## config.mk

```make
export PLATFORM = sky130hd
export DESIGN_NAME = bridge_power_management
export DESIGN_NICKNAME = d
export VERILOG_FILES = /design/src/rtl/bridge_pm_pkg.sv /design/src/rtl/bridge_power_management.sv /design/src/rtl/pin_sync.sv
export SDC_FILE = /design/constraint.sdc
export NUM_CORES = 1
export LEC_CHECK = 0
export ABC_AREA = 0
export BUFFER_PORTS_ARGS = -buffer_cell sky130_fd_sc_hd__buf_2
export CORE_ASPECT_RATIO = 1.1
export CORE_MARGIN = 5
export CORE_UTILIZATION = 44
export DETAILED_ROUTE_END_ITERATION = 10
export PLACE_DENSITY = 0.76
export SLEW_MARGIN = 20
export SYNTH_ARGS = -nofsm -noshare
export SYNTH_HDL_FRONTEND = slang
export SYNTH_SLANG_ARGS = --single-unit
```

## constraint.sdc

```tcl
create_clock -name CLK_I -period 1.5 [get_ports CLK_I]
set_input_delay 0.45 -clock CLK_I [delete_from_list [all_inputs] [get_ports CLK_I]]
set_output_delay 0.45 -clock CLK_I [all_outputs]
set_load 0.005 [all_outputs]
```

## src/rtl/bridge_pm_pkg.sv

```systemverilog
// Constants shared by the bridge power-management block and its synchroniser.
// Assumes a single 250 MHz PCI-side clock and byte-addressed config access.
`default_nettype none

package bridge_pm_pkg;
  localparam int CLK_PERIOD_NS = 4;
  // Card idle time before a clock stop is requested, and the time the card
  // gets to object to the stop on its clock-run line.
  localparam int CARD_IDLE_NS = 1000;
  localparam int STOP_WAIT_NS = 100;
  localparam int CARD_IDLE_CYCLES =
    (CARD_IDLE_NS + CLK_PERIOD_NS - 1) / CLK_PERIOD_NS;
  localparam int STOP_WAIT_CYCLES =
    (STOP_WAIT_NS + CLK_PERIOD_NS - 1) / CLK_PERIOD_NS;

  // Configuration space offsets, function 0 unless noted.
  localparam logic [7:0] CMD_OFF         = 8'h04;
  localparam logic [7:0] STATUS_OFF      = 8'h06;
  localparam logic [7:0] CAP_PTR_OFF     = 8'h14;
  localparam logic [7:0] PM_CAP_OFF      = 8'hA0;
  localparam logic [7:0] PM_CAPS_OFF     = 8'hA2;
  localparam logic [7:0] PM_CTRL_OFF     = 8'hA4;
  localparam logic [7:0] FLASH_CTRL_OFF  = 8'h48;
  localparam logic [2:0] FUNC_BRIDGE     = 3'h0;
  localparam logic [2:0] FUNC_FLASH      = 3'h2;

  localparam logic [7:0] CAP_PTR_VAL     = 8'hA0;
  localparam logic [7:0] PM_CAP_ID       = 8'h01;
  localparam logic [7:0] PM_NEXT_ITEM    = 8'h00;

  localparam int CMD_IO_BIT      = 0;
  localparam int CMD_MEM_BIT     = 1;
  localparam int STS_CAPABILITY_LIST_PRESENT_BIT = 4;
  localparam int PS_LSB          = 0;
  localparam int PME_EN_BIT      = 8;
  localparam int PME_STS_BIT     = 15;

  localparam logic [1:0] PS_D0 = 2'h0;
  localparam logic [1:0] PS_D3 = 2'h3;

  // Bit positions of the synchronised pin bundle.
  localparam int SYNC_W      = 7;
  localparam int S_PCI_SIDE_RESET      = 0;
  localparam int S_GLOBAL_COLD_RESET      = 1;
  localparam int S_SUSP      = 2;
  localparam int S_GNT       = 3;
  localparam int S_CCLKRUN   = 4;
  localparam int S_CSTSCHG   = 5;
  localparam int S_RING      = 6;
  localparam logic [SYNC_W-1:0] SYNC_IDLE = 7'h5F;

  typedef enum logic [2:0] {
    CCLK_RUN = 3'b001,
    CCLK_REQ = 3'b010,
    CCLK_OFF = 3'b100
  } cclk_state_type;
endpackage

`default_nettype wire

```

## src/rtl/bridge_power_management.sv

```systemverilog
// Power management of a PCI to CardBus/16-bit card bridge: card clock stop,
// 16-bit output disable, suspend gating, ring wake routing, PCI power state.
// Assumes CLK_I is the free-running PCI clock; the gated clock is made by an
// external clock gate from PCLK_EN_O.
`default_nettype none

// Behaviour
// - Stop an idle CardBus card clock by negotiating on its clock-run line.
// - Output disable floats the 16-bit card interface and resets the card.
// - Auto power-down floats the 16-bit interface when idle, no card reset.
// - Suspend blocks both PCI reset and global reset internally.
// - Suspend gates the internal PCI clock unless bus grant is asserted or a serial-stream status change is pending.
// - Suspend floats all PCI bus outputs.
// - Status change interrupt and ring wake pass without a PCI clock.
// - Serial-stream status change interrupts need the PCI clock running.
// - Ring wake and multifunction pins stay active during suspend.
// - Card ring reaches ring wake only with ring pass enabled, card powered.
// - CardBus status change reaches ring wake through the status mask.
// - Ring wake works only when ring output enable is set.
// - PME is generated only when wake event enable is set.
// - Pin select 0 shares ring wake and PME; 1 moves ring to pin 2 or 4.
// - Uninitialized D0 generates neither PME nor interrupts.
// - I/O and memory enable both set moves uninitialized D0 to active.
// - PCI reset release and global reset enter uninitialized D0.
// - The power state field encodes D0, D1, D2 and D3hot only.
// - Status capability-list flag at bit 4 reads one.
// - Capability pointer at 14h leads to ID 01h then next pointer.
// - The last capability's next pointer reads zero.
// - Flash function supports D0 and D3 only, control at offset 48h.
module bridge_power_management #(
  parameter int          IDLE_CYCLES = bridge_pm_pkg::CARD_IDLE_CYCLES,
  parameter int          WAIT_CYCLES = bridge_pm_pkg::STOP_WAIT_CYCLES,
  parameter logic [15:0] PM_CAPS_VAL = 16'h0002
) (
  input  wire logic        CLK_I,
  input  wire logic        SYS_RST_I,
  input  wire logic        PCI_SIDE_RESET_N_I,
  input  wire logic        GLOBAL_COLD_RESET_N_I,
  input  wire logic        SUSPEND_N_I,
  input  wire logic        GNT_N_I,
  input  wire logic [2:0]  CFG_FUNC_I,
  input  wire logic [7:0]  CFG_ADDR_I,
  input  wire logic        CFG_RD_I,
  input  wire logic        CFG_WR_I,
  input  wire logic [3:0]  CFG_BE_I,
  input  wire logic [31:0] CFG_WDATA_I,
  output logic      [31:0] CFG_RDATA_O,
  output logic             CFG_ACK_O,
  input  wire logic        CARD_ACTIVITY_I,
  input  wire logic        CCLKRUN_N_I,
  output logic             CCLKRUN_N_O,
  output logic             CCLKRUN_N_OE_O,
  output logic             CCLK_EN_O,
  input  wire logic        CARD_OUTPUT_DISABLE_I,
  input  wire logic        AUTO_CARD_POWER_DOWN_I,
  input  wire logic        CARD16_ACTIVITY_I,
  output logic             CARD16_HIZ_O,
  output logic             CARD16_RESET_O,
  output logic             INT_PCI_RST_O,
  output logic             INT_GLOBAL_RST_O,
  output logic             PCLK_EN_O,
  output logic             PCI_OUT_HIZ_O,
  input  wire logic        CARD_CSC_I,
  input  wire logic        CSC_SERIAL_MODE_I,
  output logic             CSC_IRQ_O,
  input  wire logic        CARD16_POWERED_I,
  input  wire logic        CARD16_RING_N_I,
  input  wire logic        CARD_CSTSCHG_I,
  input  wire logic        RING_PASS_ENABLE_I,
  input  wire logic        CARD_STATUS_CHANGE_MASK_I,
  input  wire logic        RING_OUTPUT_ENABLE_I,
  input  wire logic        RING_PIN_SELECT_I,
  input  wire logic        RING_MFUNC_ROUTE_I,
  output logic             RING_PME_N_O,
  output logic             MULTIFUNCTION_PIN_2_N_O,
  output logic             MULTIFUNCTION_PIN_4_N_O
);
  localparam int CNT_W = $clog2(IDLE_CYCLES + WAIT_CYCLES + 1);
  // The synchronised clock-run level still shows our own low drive for a
  // few cycles after we let go, so an objection is only believed after this.
  localparam int SETTLE_CYCLES = 4;

  typedef struct packed {
    bridge_pm_pkg::cclk_state_type cclk;
    logic [CNT_W-1:0] cnt;
    logic             cclkrun_oe;
    logic             cclkrun_out;
    logic             hiz16;
    logic             rst16;
    logic             pci_side_reset_int;
    logic             global_cold_reset_int;
    logic             pci_side_reset_prev;
    logic             pclk_en;
    logic             pci_hiz;
    logic             io_en;
    logic             mem_en;
    logic [1:0]       ps;
    logic             pme_en;
    logic             pme_sts;
    logic             d0u;
    logic [1:0]       flash_ps;
    logic             wake_prev;
    logic [31:0]      rdata;
    logic             ack;
  } pm_state_type;

  pm_state_type st_reg;
  pm_state_type st_next;
  logic [bridge_pm_pkg::SYNC_W-1:0] pins;
  logic [bridge_pm_pkg::SYNC_W-1:0] pins_sync;
  logic susp;
  logic gnt;
  logic card_low;
  logic wake;
  logic ring_wake;
  logic pme_act;
  logic csc_hold;
  logic bus_dword;
  logic flash_dword;
  logic [5:0] dw;

  assign pins[bridge_pm_pkg::S_PCI_SIDE_RESET]    = PCI_SIDE_RESET_N_I;
  assign pins[bridge_pm_pkg::S_GLOBAL_COLD_RESET]    = GLOBAL_COLD_RESET_N_I;
  assign pins[bridge_pm_pkg::S_SUSP]    = SUSPEND_N_I;
  assign pins[bridge_pm_pkg::S_GNT]     = GNT_N_I;
  assign pins[bridge_pm_pkg::S_CCLKRUN] = CCLKRUN_N_I;
  assign pins[bridge_pm_pkg::S_CSTSCHG] = CARD_CSTSCHG_I;
  assign pins[bridge_pm_pkg::S_RING]    = CARD16_RING_N_I;

  pin_sync #(
    .WIDTH    (bridge_pm_pkg::SYNC_W),
    .IDLE_VAL (bridge_pm_pkg::SYNC_IDLE)
  ) u_sync (
    .clk_i   (CLK_I),
    .rst_i   (SYS_RST_I),
    .async_i (pins),
    .sync_o  (pins_sync)
  );

  assign susp     = ~pins_sync[bridge_pm_pkg::S_SUSP];
  assign gnt      = ~pins_sync[bridge_pm_pkg::S_GNT];
  assign card_low = ~pins_sync[bridge_pm_pkg::S_CCLKRUN];
  assign wake     = pins_sync[bridge_pm_pkg::S_CSTSCHG] |
                    ~pins_sync[bridge_pm_pkg::S_RING];
  // A serial-stream interrupt cannot leave without clock edges.
  assign csc_hold = CARD_CSC_I & CSC_SERIAL_MODE_I;
  assign dw          = CFG_ADDR_I[7:2];
  assign bus_dword   = CFG_FUNC_I == bridge_pm_pkg::FUNC_BRIDGE;
  assign flash_dword = CFG_FUNC_I == bridge_pm_pkg::FUNC_FLASH;

  always_comb
  begin
    st_next = st_reg;
    // Suspend masks both reset pins, so register contents survive.
    st_next.pci_side_reset_int = ~pins_sync[bridge_pm_pkg::S_PCI_SIDE_RESET] & ~susp;
    st_next.global_cold_reset_int = ~pins_sync[bridge_pm_pkg::S_GLOBAL_COLD_RESET] & ~susp;
    st_next.pci_side_reset_prev = st_reg.pci_side_reset_int;
    // A registered enable keeps the downstream clock gate free of runts.
    st_next.pclk_en = ~susp | gnt | csc_hold;
    // Parking on us while floating is the arbiter's hazard to avoid.
    st_next.pci_hiz = susp;
    st_next.hiz16 = CARD_OUTPUT_DISABLE_I |
                    (AUTO_CARD_POWER_DOWN_I & ~CARD16_ACTIVITY_I);
    st_next.rst16 = CARD_OUTPUT_DISABLE_I;
    st_next.wake_prev = wake;
    st_next.ack   = CFG_RD_I | CFG_WR_I;
    st_next.rdata = '0;
    st_next.cclkrun_out = 1'b0;

    unique case (st_reg.cclk)
      bridge_pm_pkg::CCLK_RUN:
      begin
        st_next.cclkrun_oe = 1'b1;
        if (CARD_ACTIVITY_I)
        begin
          st_next.cnt = '0;
        end
        else if (st_reg.cnt == CNT_W'(IDLE_CYCLES - 1))
        begin
          st_next.cnt  = '0;
          st_next.cclk = bridge_pm_pkg::CCLK_REQ;
          st_next.cclkrun_out = 1'b1;
        end
        else
        begin
          st_next.cnt = st_reg.cnt + CNT_W'(1);
        end
      end
      bridge_pm_pkg::CCLK_REQ:
      begin
        // Drive the line high for two cycles, then let the card object.
        st_next.cclkrun_oe = 1'b0;
        st_next.cnt = st_reg.cnt + CNT_W'(1);
        if (st_reg.cclkrun_oe)
        begin
          st_next.cclkrun_out = 1'b1;
        end
        else if (CARD_ACTIVITY_I ||
                 (card_low && st_reg.cnt >= CNT_W'(SETTLE_CYCLES)))
        begin
          st_next.cclk = bridge_pm_pkg::CCLK_RUN;
          st_next.cnt  = '0;
          st_next.cclkrun_oe = 1'b1;
        end
        else if (st_reg.cnt >= CNT_W'(WAIT_CYCLES))
        begin
          st_next.cclk = bridge_pm_pkg::CCLK_OFF;
        end
      end
      bridge_pm_pkg::CCLK_OFF:
      begin
        st_next.cclkrun_oe = 1'b0;
        st_next.cnt = '0;
        if (card_low || CARD_ACTIVITY_I)
        begin
          st_next.cclk = bridge_pm_pkg::CCLK_RUN;
          st_next.cclkrun_oe = 1'b1;
        end
      end
      default:
      begin
        st_next.cclk = bridge_pm_pkg::CCLK_RUN;
        st_next.cnt  = '0;
      end
    endcase

    if (CFG_RD_I && bus_dword)
    begin
      if (dw == bridge_pm_pkg::CMD_OFF[7:2])
      begin
        st_next.rdata[bridge_pm_pkg::CMD_IO_BIT]  = st_reg.io_en;
        st_next.rdata[bridge_pm_pkg::CMD_MEM_BIT] = st_reg.mem_en;
        st_next.rdata[16 + bridge_pm_pkg::STS_CAPABILITY_LIST_PRESENT_BIT] = 1'b1;
      end
      else if (dw == bridge_pm_pkg::CAP_PTR_OFF[7:2])
      begin
        st_next.rdata[7:0] = bridge_pm_pkg::CAP_PTR_VAL;
      end
      else if (dw == bridge_pm_pkg::PM_CAP_OFF[7:2])
      begin
        // Power management is the only capability, so the list ends here.
        st_next.rdata = {PM_CAPS_VAL, bridge_pm_pkg::PM_NEXT_ITEM,
                         bridge_pm_pkg::PM_CAP_ID};
      end
      else if (dw == bridge_pm_pkg::PM_CTRL_OFF[7:2])
      begin
        st_next.rdata[bridge_pm_pkg::PS_LSB +: 2]   = st_reg.ps;
        st_next.rdata[bridge_pm_pkg::PME_EN_BIT]  = st_reg.pme_en;
        st_next.rdata[bridge_pm_pkg::PME_STS_BIT] = st_reg.pme_sts;
      end
    end
    else if (CFG_RD_I && flash_dword &&
             dw == bridge_pm_pkg::FLASH_CTRL_OFF[7:2])
    begin
      st_next.rdata[bridge_pm_pkg::PS_LSB +: 2] = st_reg.flash_ps;
    end

    if (CFG_WR_I && bus_dword && dw == bridge_pm_pkg::CMD_OFF[7:2] &&
        CFG_BE_I[0])
    begin
      st_next.io_en  = CFG_WDATA_I[bridge_pm_pkg::CMD_IO_BIT];
      st_next.mem_en = CFG_WDATA_I[bridge_pm_pkg::CMD_MEM_BIT];
    end
    if (CFG_WR_I && bus_dword && dw == bridge_pm_pkg::PM_CTRL_OFF[7:2])
    begin
      if (CFG_BE_I[0])
      begin
        st_next.ps = CFG_WDATA_I[bridge_pm_pkg::PS_LSB +: 2];
      end
      if (CFG_BE_I[1])
      begin
        st_next.pme_en = CFG_WDATA_I[bridge_pm_pkg::PME_EN_BIT];
        if (CFG_WDATA_I[bridge_pm_pkg::PME_STS_BIT])
        begin
          st_next.pme_sts = 1'b0;
        end
      end
    end
    if (CFG_WR_I && flash_dword && CFG_BE_I[0] &&
        dw == bridge_pm_pkg::FLASH_CTRL_OFF[7:2])
    begin
      // D1 and D2 requests are ignored; the function keeps its state.
      if (CFG_WDATA_I[1:0] == bridge_pm_pkg::PS_D0 ||
          CFG_WDATA_I[1:0] == bridge_pm_pkg::PS_D3)
      begin
        st_next.flash_ps = CFG_WDATA_I[1:0];
      end
    end

    // A wake edge beats a same-cycle software clear of the status bit.
    if (wake && !st_reg.wake_prev && st_reg.pme_en)
    begin
      st_next.pme_sts = 1'b1;
    end
    if (st_next.io_en && st_next.mem_en)
    begin
      st_next.d0u = 1'b0;
    end

    if (st_reg.global_cold_reset_int)
    begin
      st_next.io_en    = 1'b0;
      st_next.mem_en   = 1'b0;
      st_next.ps       = bridge_pm_pkg::PS_D0;
      st_next.flash_ps = bridge_pm_pkg::PS_D0;
      st_next.pme_en   = 1'b0;
      st_next.pme_sts  = 1'b0;
      st_next.d0u      = 1'b1;
    end
    else if (st_reg.pci_side_reset_int)
    begin
      // Wake context survives a PCI reset while PME is enabled.
      st_next.io_en    = 1'b0;
      st_next.mem_en   = 1'b0;
      st_next.ps       = bridge_pm_pkg::PS_D0;
      st_next.flash_ps = bridge_pm_pkg::PS_D0;
      if (!st_reg.pme_en)
      begin
        st_next.pme_sts = 1'b0;
      end
    end
    else if (st_reg.pci_side_reset_prev)
    begin
      st_next.d0u = 1'b1;
    end
  end

  always_ff @(posedge CLK_I)
  begin
    if (SYS_RST_I)
    begin
      st_reg      <= '0;
      st_reg.cclk <= bridge_pm_pkg::CCLK_RUN;
      st_reg.d0u  <= 1'b1;
      st_reg.pclk_en <= 1'b1;
    end
    else
    begin
      st_reg <= st_next;
    end
  end

  // The wake paths are combinational from the pins so that they work with
  // the PCI clock stopped; suspend deliberately does not gate them.
  assign ring_wake = RING_OUTPUT_ENABLE_I &
                     ((RING_PASS_ENABLE_I & CARD16_POWERED_I &
                       ~CARD16_RING_N_I) |
                      (CARD_STATUS_CHANGE_MASK_I & CARD_CSTSCHG_I));
  assign pme_act   = st_reg.pme_en & st_reg.pme_sts & ~st_reg.d0u;
  assign RING_PME_N_O = ~(pme_act | (~RING_PIN_SELECT_I & ring_wake));
  assign MULTIFUNCTION_PIN_2_N_O =
    ~(RING_PIN_SELECT_I & ~RING_MFUNC_ROUTE_I & ring_wake);
  assign MULTIFUNCTION_PIN_4_N_O =
    ~(RING_PIN_SELECT_I & RING_MFUNC_ROUTE_I & ring_wake);
  assign CSC_IRQ_O = CARD_CSC_I & ~CSC_SERIAL_MODE_I &
                     ~st_reg.d0u;

  assign CCLK_EN_O        = st_reg.cclk != bridge_pm_pkg::CCLK_OFF;
  assign CCLKRUN_N_O      = st_reg.cclkrun_out;
  assign CCLKRUN_N_OE_O   = st_reg.cclkrun_oe | st_reg.cclkrun_out;
  assign CARD16_HIZ_O     = st_reg.hiz16;
  assign CARD16_RESET_O   = st_reg.rst16;
  assign INT_PCI_RST_O    = st_reg.pci_side_reset_int;
  assign INT_GLOBAL_RST_O = st_reg.global_cold_reset_int;
  assign PCLK_EN_O        = st_reg.pclk_en;
  assign PCI_OUT_HIZ_O    = st_reg.pci_hiz;
  assign CFG_RDATA_O      = st_reg.rdata;
  assign CFG_ACK_O        = st_reg.ack;

  a_cclk_restart: assert property (@(posedge CLK_I) disable iff (SYS_RST_I)
    st_reg.cclk == bridge_pm_pkg::CCLK_OFF && card_low |=> CCLK_EN_O)
    else $error("card clock not restarted on clock-run request");
  a_coe_reset: assert property (@(posedge CLK_I) disable iff (SYS_RST_I)
    CARD_OUTPUT_DISABLE_I |=> CARD16_HIZ_O && CARD16_RESET_O)
    else $error("output disable did not float and reset the card");
  a_auto_no_reset: assert property (@(posedge CLK_I) disable iff (SYS_RST_I)
    AUTO_CARD_POWER_DOWN_I && !CARD16_ACTIVITY_I && !CARD_OUTPUT_DISABLE_I
    |=> CARD16_HIZ_O && !CARD16_RESET_O)
    else $error("auto power-down behaved wrongly");
  a_reset_blocked: assert property (@(posedge CLK_I) disable iff (SYS_RST_I)
    susp |=> !INT_PCI_RST_O && !INT_GLOBAL_RST_O)
    else $error("reset passed during suspend");
  a_clock_gated: assert property (@(posedge CLK_I) disable iff (SYS_RST_I)
    susp && !gnt && !csc_hold |=> !PCLK_EN_O)
    else $error("clock enable high during idle suspend");
  a_pci_hiz: assert property (@(posedge CLK_I) disable iff (SYS_RST_I)
    $rose(susp) |=> PCI_OUT_HIZ_O ##1 (PCI_OUT_HIZ_O || !susp))
    else $error("bus outputs not floated in suspend");
  a_uninit_quiet: assert property (@(posedge CLK_I) disable iff (SYS_RST_I)
    st_reg.d0u |-> !pme_act && !CSC_IRQ_O)
    else $error("event raised in uninitialized D0");
  a_global_cold_reset_uninit: assert property (@(posedge CLK_I) disable iff (SYS_RST_I)
    st_reg.global_cold_reset_int |=> st_reg.d0u && st_reg.ps == bridge_pm_pkg::PS_D0)
    else $error("global reset did not enter uninitialized D0");
  a_cap_pointer: assert property (@(posedge CLK_I) disable iff (SYS_RST_I)
    CFG_RD_I && bus_dword && dw == bridge_pm_pkg::CAP_PTR_OFF[7:2]
    |=> CFG_ACK_O && CFG_RDATA_O[7:0] == bridge_pm_pkg::CAP_PTR_VAL)
    else $error("capability pointer read wrong");
  a_flash_states: assert property (@(posedge CLK_I) disable iff (SYS_RST_I)
    st_reg.flash_ps == bridge_pm_pkg::PS_D0 ||
    st_reg.flash_ps == bridge_pm_pkg::PS_D3)
    else $error("flash function in unsupported state");
endmodule

`default_nettype wire

```

## src/rtl/pin_sync.sv

```systemverilog
// Three-stage synchroniser for a bundle of asynchronous pins.
// Assumes the pins are quasi-static against the sampling clock.
`default_nettype none

module pin_sync #(
  parameter int              WIDTH    = 1,
  parameter logic [WIDTH-1:0] IDLE_VAL = '0
) (
  input  wire logic             clk_i,
  input  wire logic             rst_i,
  input  wire logic [WIDTH-1:0] async_i,
  output logic      [WIDTH-1:0] sync_o
);
  typedef struct packed {
    logic [WIDTH-1:0] s1;
    logic [WIDTH-1:0] s2;
    logic [WIDTH-1:0] s3;
    logic [WIDTH-1:0] out;
  } sync_state_type;

  sync_state_type st_reg;
  sync_state_type st_next;
  logic [WIDTH-1:0] out_next;

  // The first stage feeds only the second; a level is accepted once the
  // second and third stages agree, which filters a metastable settle.
  for (genvar i = 0; i < WIDTH; i++)
  begin : g_bit
    assign out_next[i] = (st_reg.s2[i] == st_reg.s3[i]) ? st_reg.s3[i]
                                                       : st_reg.out[i];
  end

  always_comb
  begin
    st_next     = st_reg;
    st_next.s1  = async_i;
    st_next.s2  = st_reg.s1;
    st_next.s3  = st_reg.s2;
    st_next.out = out_next;
  end

  always_ff @(posedge clk_i)
  begin
    if (rst_i)
    begin
      st_reg <= {IDLE_VAL, IDLE_VAL, IDLE_VAL, IDLE_VAL};
    end
    else
    begin
      st_reg <= st_next;
    end
  end

  assign sync_o = st_reg.out;
endmodule

`default_nettype wire

```

==> metrics.cfg, run 1 <==
[status]
status=finished, violations left
violations=negative setup slack

[synthesis]
synth_area_per_cell_sq_um=9.29
syn_area_sq_um=2960
synth_top_area_cell=dfxtp_1
async_reset_ff_frac=0
ys_ff_latch=67
synth_top_flop_cell=dfxtp_1
synth_warnings=0
synth_edf_count=0
yosysSeqAreaShare=0.453
yosys-top-cells-area=dfxtp_1 45%, buf_4 8.1%, nor2_1 5.1%, or2_2 4.0%, mux2i_1 3.0%
synth_top_area_frac=0.453
syn_inst=319
yosysUniqueCellTypes=53

[floorplanning]
coreArea_sq_um=6560
dieArea_sq_um=8480
start_util=0.452
io_pins=116
fp.dieW_microns=88.3
die_y_microns=96.1
core.rowCount=31

[sta]
hold_viol=0
fin_crit_sh=1.08
drv_slew=0
tns_ns=-0.417
setup_violations=8
rsz0062_at_grt=true
fin_crit_ns=1.63
finClkSkew_ns=0.00384
max_freq_ghz=0.615
setup_ws_ns=-0.127

[layout]
multi_input_area_sq_um=1550
fin_nets=484
fillers=574
final_common_cell=dfxtp_1
layout_common_cells=59 x dfxtp_1, 53 x buf_2, 40 x nor2_1
syn_to_final_growth_pct=31.9
largest_register_ffs=24
seq_area_sq_um=1360
diodes=0
final_cells=498
layout-drive-gt1-share=0.401

[critical_path]
arrival_ns=1.18
max_stage_delay_ns=0.33
cp_max_fo=2
end_kind=output port
startpoint_type=flop
crit_chain=buf_6, nor3b_2, buf_4, inv_2, buf_2
crit_type=flop to output port
crit_required_ns=1.05
slowest_stage=dfxtp_2

[cts]
insertion_delay_ns=0.34
clk_path_buf_depth=2
cts-root-buf=clkbuf_8
ctsHoldBuffers=0
cts_tree=done
clock_sinks=67
path_clk_slew_ns=0.08
htree_levels=3
cts_buffers=9

[drt]
drtPass1Iterations=4
wl_per_cell_microns=12.4
dr_total_vias=2389
drt_iter0_markers=68
drt-total-wl_microns=6190
drc=0
ant_nets=0
avgViaCountPerCell=4.80

[pwr]
power_density_nw_per_um2=940
total_power_mw=3.68
ir_worst_vdd_v=0.000572
power_leakage_nw=1.71

[grt]
grt_pass1_wl_microns=9720
grt_antenna_before_repair=0
grt_max_degree=29
overflow=0
grt_pass1_vias=2277
track_usage=0.146

[placement]
placed_cells=469
dpl.hpwl_microns=4310
gp_congestion=0.832
port_buffers=59

[flow_run]
max_cap_viol_count=0

[min_path]
hold_path.class=input pin to flop

[final cells by class]
type / instances / share of cell area
well taps: 82 / 0.0262
inverters: 12 / 0.0115
repair buffers: 95 / 0.166
clock inverters: 7 / 0.0211
multi-input cells: 226 / 0.397
flip-flops and latches: 67 / 0.347
clock buffers: 9 / 0.0317
[Yosys cell counts, drive strengths merged, types with 2 or more instances]
| library cell | number |
|---|---|
| o211ai | 2 |
| a31oi | 3 |
| dfxtp | 67 |
| buf | 33 |
| nand3 | 4 |
| nor2b | 8 |
| clkbuf | 5 |
| nor4 | 3 |
| nor2 | 40 |
| and2 | 8 |
| ha | 3 |
| xnor2 | 5 |
| xor2 | 2 |
| o21bai | 6 |
| and4bb | 3 |
| nand2b | 4 |
| nand4 | 4 |
| nor4b | 2 |
| nand2 | 17 |
| a21boi | 2 |
| nand3b | 3 |
| and4 | 2 |
| and3 | 4 |
| nor3 | 5 |
| a211oi | 3 |
| a21oi | 13 |
| nor3b | 4 |
| inv | 12 |
| o21ai | 8 |
| nor4bb | 2 |
| or2 | 19 |
| mux2i | 9 |
| or2b | 2 |
[metrics by stage]
stage	hold slack (ns)	area, sq um	util	setup WS [ns]
6_report	0.285	3910	0.596	-0.127
5_1_grt	0.269	3910	0.596	-0.178
4_1_cts	0.261	3740	0.570	-0.146
3_5_place_dp	0.393	3390	0.517	-0.176
3_3_place_gp	0.391	3390	0.517	-0.138
2_1_floorplan	0.382	3050	-	0.0548
[power by group]
part	switching [mW]	internal [mW]	total, mW	leakage [nW]
registers	0.0128	1.81	1.82	0.549
clock network	0.747	0.796	1.54	0.0988
logic	0.149	0.164	0.312	1.06
total	0.908	2.77	3.68	1.71
[metal layers]
layer | global-route usage | routed length, microns
met2 | 0.244 | 3060
met3 | 0.0223 | 425
met1 | 0.174 | 2590
met5 | 0 | 0
met4 | 0.0919 | 117
[final timing paths]
kind | from | to | slack, ns | cells after the start
worst max-delay path | st_reg[62] | CCLK_EN_O | -0.13 | 5
worst min-delay path | PCI_SIDE_RESET_N_I | u_sync.st_next[14] | 0.29 | 2
worst max register to register | st_reg[63] | st_reg[62] | -0.12 | 6
worst min register to register | u_sync.st_next[15] | u_sync.st_next[8] | 0.41 | 1
[cell families (layout without fill, tap and decap cells)]
kind of cell               Yosys count  count (layout)  synth area share
and+or+nand+nor                    136             136             0.263
DFF                                 67              67             0.453
buffers and inverters               50             123             0.104
AOI/OAI and AO/OA                   46              47             0.115
muxes                                9               9            0.0304
xor gates and xnor gates             7               7            0.0207
adders and majority gates            3               3            0.0127
other                                1              24           0.00127
[critical path: cells and delay by family, from the launching register on]
kind,cells,cell delay [ns]
buffers and inverters,4,0.37
flip-flops,1,0.33
AND/OR/NAND/NOR,1,0.14
[what timing repair did]
item	4_1_cts	5_1_grt
cloned	1	0
buffers inserted	5	8
endpoints found under the setup margin	16	16
resized for setup	24	20
pin swaps	10	13
No activity file was read; power rests on OpenSTA's default activity.
==> inputs of run 2 (changes only) <==
- SYNTH_HIERARCHICAL: not set -> 1
==> run 2 against run 1 <==
- final area fell by 0.38%
- register-to-register slack got worse by 0.14 ns
- critical path type unchanged
- area after synthesis hardly changed
- routed wire length is 3.9% higher
- clock power decreased by 20%
- the run still ends with negative setup slack left
- die area hardly changed
- setup slack got worse by 0.15 ns
- synthesized cell count did not move
- cell count is 0.60% higher
- clock skew grew 0.0068 ns
- first-iteration DRC count down 35%
==> metrics.cfg, run 2 <==
[cts]
cts_tree=done
ctsHoldBuffers=0  ; unchanged
cts_buffers=9  ; unchanged
htree_levels=3  ; unchanged
insertion_delay_ns=0.34  ; about the same
cts-root-buf=clkbuf_8
path_clk_slew_ns=0.07  ; about the same
clock_sinks=67  ; unchanged
clk_path_buf_depth=2  ; unchanged

[critical_path]
arrival_ns=1.33  ; +0.15 ns
crit_type=flop to output port
r2r-start=st_reg[63]
r2r_end=st_reg[61]
crit_path_frequent_cell=buf_6
startpoint_type=flop
slowest_stage=or3b_4
cp-startpoint=st_reg[61]
crit_required_ns=1.05  ; about the same
worstSetupEndpoint=CCLK_EN_O
end_kind=output port
cp_max_fo=3  ; +1
r2r_setup_slack_ns=-0.26  ; -0.14 ns
crit_chain=or3b_4, buf_6, buf_6
worst_r2r_path_depth=5  ; -1
max_stage_delay_ns=0.41  ; +0.08 ns

[floorplanning]
dieArea_sq_um=8470  ; about the same
io_pins=116  ; unchanged
start_util=0.452  ; about the same
core.rowCount=31  ; unchanged
fp.dieW_microns=88.2  ; about the same
die_y_microns=96.0  ; about the same
coreArea_sq_um=6560  ; unchanged

[status]
violations=negative setup slack
status=finished, violations left

[sta]
rsz0062_at_grt=true
max_freq_ghz=0.563  ; -8.4%
fin_crit_sh=1.18  ; +0.0998
fin_crit_ns=1.78  ; +0.150 ns
fin_hold_ws_ns=0.291  ; +0.00598 ns
hold_viol=0  ; unchanged
drv_slew=0  ; unchanged
setup_ws_ns=-0.276  ; -0.150 ns
tns_ns=-2.07  ; -1.65 ns
setup_violations=16  ; +8
finClkSkew_ns=0.0106  ; +0.00678 ns

[placement]
gp_congestion=0.848  ; +2.0%
placed_cells=476  ; +1.5%
port_buffers=59  ; unchanged
dpl.hpwl_microns=4640  ; +7.6%
dp_slack_ns=-0.278  ; -0.102 ns

[synthesis]
synth_top_flop_cell=dfxtp_1
yosysSeqAreaShare=0.453  ; about the same
synth_top_area_frac=0.453  ; about the same
syn_inst=319  ; unchanged
synth_edf_count=0  ; unchanged
syn_area_sq_um=2960  ; about the same
yosys-top-cells-area=dfxtp_1 45%, buf_4 9.9%, nor2_1 4.6%, or2_1 2.7%, a21oi_1 2.4%
synth_area_per_cell_sq_um=9.28  ; about the same
ys_ff_latch=67  ; unchanged
yosysUniqueCellTypes=51  ; -3.8%
synth_top_area_cell=dfxtp_1
synth_top_cells_by_count=67 x dfxtp_1, 39 x buf_4, 36 x nor2_1
async_reset_ff_frac=0  ; unchanged
synth_warnings=6  ; +6
yosys.cell_count.top_type=dfxtp_1

[drt]
drt-total-wl_microns=6430  ; +3.9%
dr_total_vias=2417  ; +1.2%
wl_per_cell_microns=12.8  ; +3.3%
drt_iter0_markers=44  ; -35%
drc=0  ; unchanged
avgViaCountPerCell=4.82  ; +0.57%
ant_nets=0  ; unchanged
drtPass1Iterations=5  ; +1

[grt]
grt_antenna_before_repair=0  ; unchanged
grt_pass1_vias=2378  ; +4.4%
grt_pass1_wl_microns=10100  ; +3.5%
overflow=0  ; unchanged
grt_max_degree=16  ; -45%
track_usage=0.153  ; +0.00689

[layout]
layout_common_cells=57 x dfxtp_1, 51 x buf_2, 44 x buf_4
diodes=0  ; unchanged
fin_nets=488  ; +0.83%
layout-drive-gt1-share=0.415  ; +0.0138
final_core_util=0.594  ; -0.00229
seq_area_sq_um=1360  ; +0.55%
fillers=577  ; +0.52%
syn_to_final_growth_pct=31.5
multi_input_area_sq_um=1520  ; -1.9%
final_common_cell=dfxtp_1
final_cells=501  ; +0.60%
largest_register_ffs=24  ; unchanged

[min_path]
hold_path.class=input pin to flop

[pwr]
ir_worst_vdd_v=0.000529  ; -7.6%
power_density_nw_per_um2=899  ; -4.4%
power_leakage_nw=1.73  ; +0.76%

[flow_run]
max_cap_viol_count=0  ; unchanged

run 2: changes by cell type after synthesis, sizes merged, moves of 4 or more:
cell / before / now
buf: 33 / 42
nand2: 17 / 12
nand3: 4 / 8
nor2: 40 / 36
run 2: metal layers:
layer  GRT usage  routed length [microns]  part of all wire  up-vias
li1            -                        -                 -     1214
met5           0                        0                 0        -
met1       0.173                     2570              0.40     1092
met2       0.259                     3150              0.49       93
met4       0.106                      180             0.028        0
met3      0.0265                      536             0.083       18
run 2: through the flow:
stage | power (mW) | area, sq um
finish | 3.50 | 3890
global route | 3.67 | 3890
CTS | 3.51 | 3780
detailed placement | 2.22 | 3440
global placement | 2.21 | 3440
floorplan | 2.10 | 3100
run 2: critical path, delay by kind of cell (launching register included):
family                 cells  cell delay (ns)
AND/OR/NAND/NOR            1             0.41
flip-flops                 1             0.35
buffers and inverters      2             0.23
run 2: how the worst min path moves through the flow:
stage                          startpoint                 end  slack, ns  cells after the start
floorplan              u_sync/st_next[17]  u_sync/st_next[10]       0.38                      1
finish              GLOBAL_COLD_RESET_N_I  u_sync/st_next[15]       0.29                      2
global route                      GNT_N_I  u_sync/st_next[17]       0.28                      2
global placement       u_sync/st_next[17]  u_sync/st_next[10]       0.39                      1
detailed placement     u_sync/st_next[17]  u_sync/st_next[10]       0.39                      1
CTS                 GLOBAL_COLD_RESET_N_I  u_sync/st_next[15]       0.27                      2
run 2: area by class of cell:
type	count	area share
inverters	10	0.00964
clock buffers	10	0.0328
multi-input cells	221	0.391
clock inverters	5	0.00803
well taps	82	0.0263
repair buffers	106	0.182
flip-flops and latches	67	0.350
run 2: kinds of logic after synthesis:
| kind of cell | count (synthesis) | share of synthesized area |
|---|---|---|
| adders and majority gates | 3 | 0.0127 |
| buffers and inverters | 55 | 0.127 |
| and+or+nand+nor | 134 | 0.264 |
| xor gates and xnor gates | 7 | 0.0207 |
| muxes | 8 | 0.0275 |
| other | 1 | 0.00127 |
| AOI/OAI and AO/OA | 44 | 0.0942 |
| DFF | 67 | 0.453 |
run 2: power by group:
group          internal, mW  switching [mW]  leakage (nW)
registers              1.82          0.0214         0.550
logic                 0.234           0.197          1.09
clock network         0.584           0.646        0.0819
run 2: what timing repair did:
action / CTS / global route
pin swaps: 18 / 11
setup endpoints to repair: 17 / 20
cloned: 1 / 0
gates resized for setup: 30 / 22
setup buffers: 6 / 3
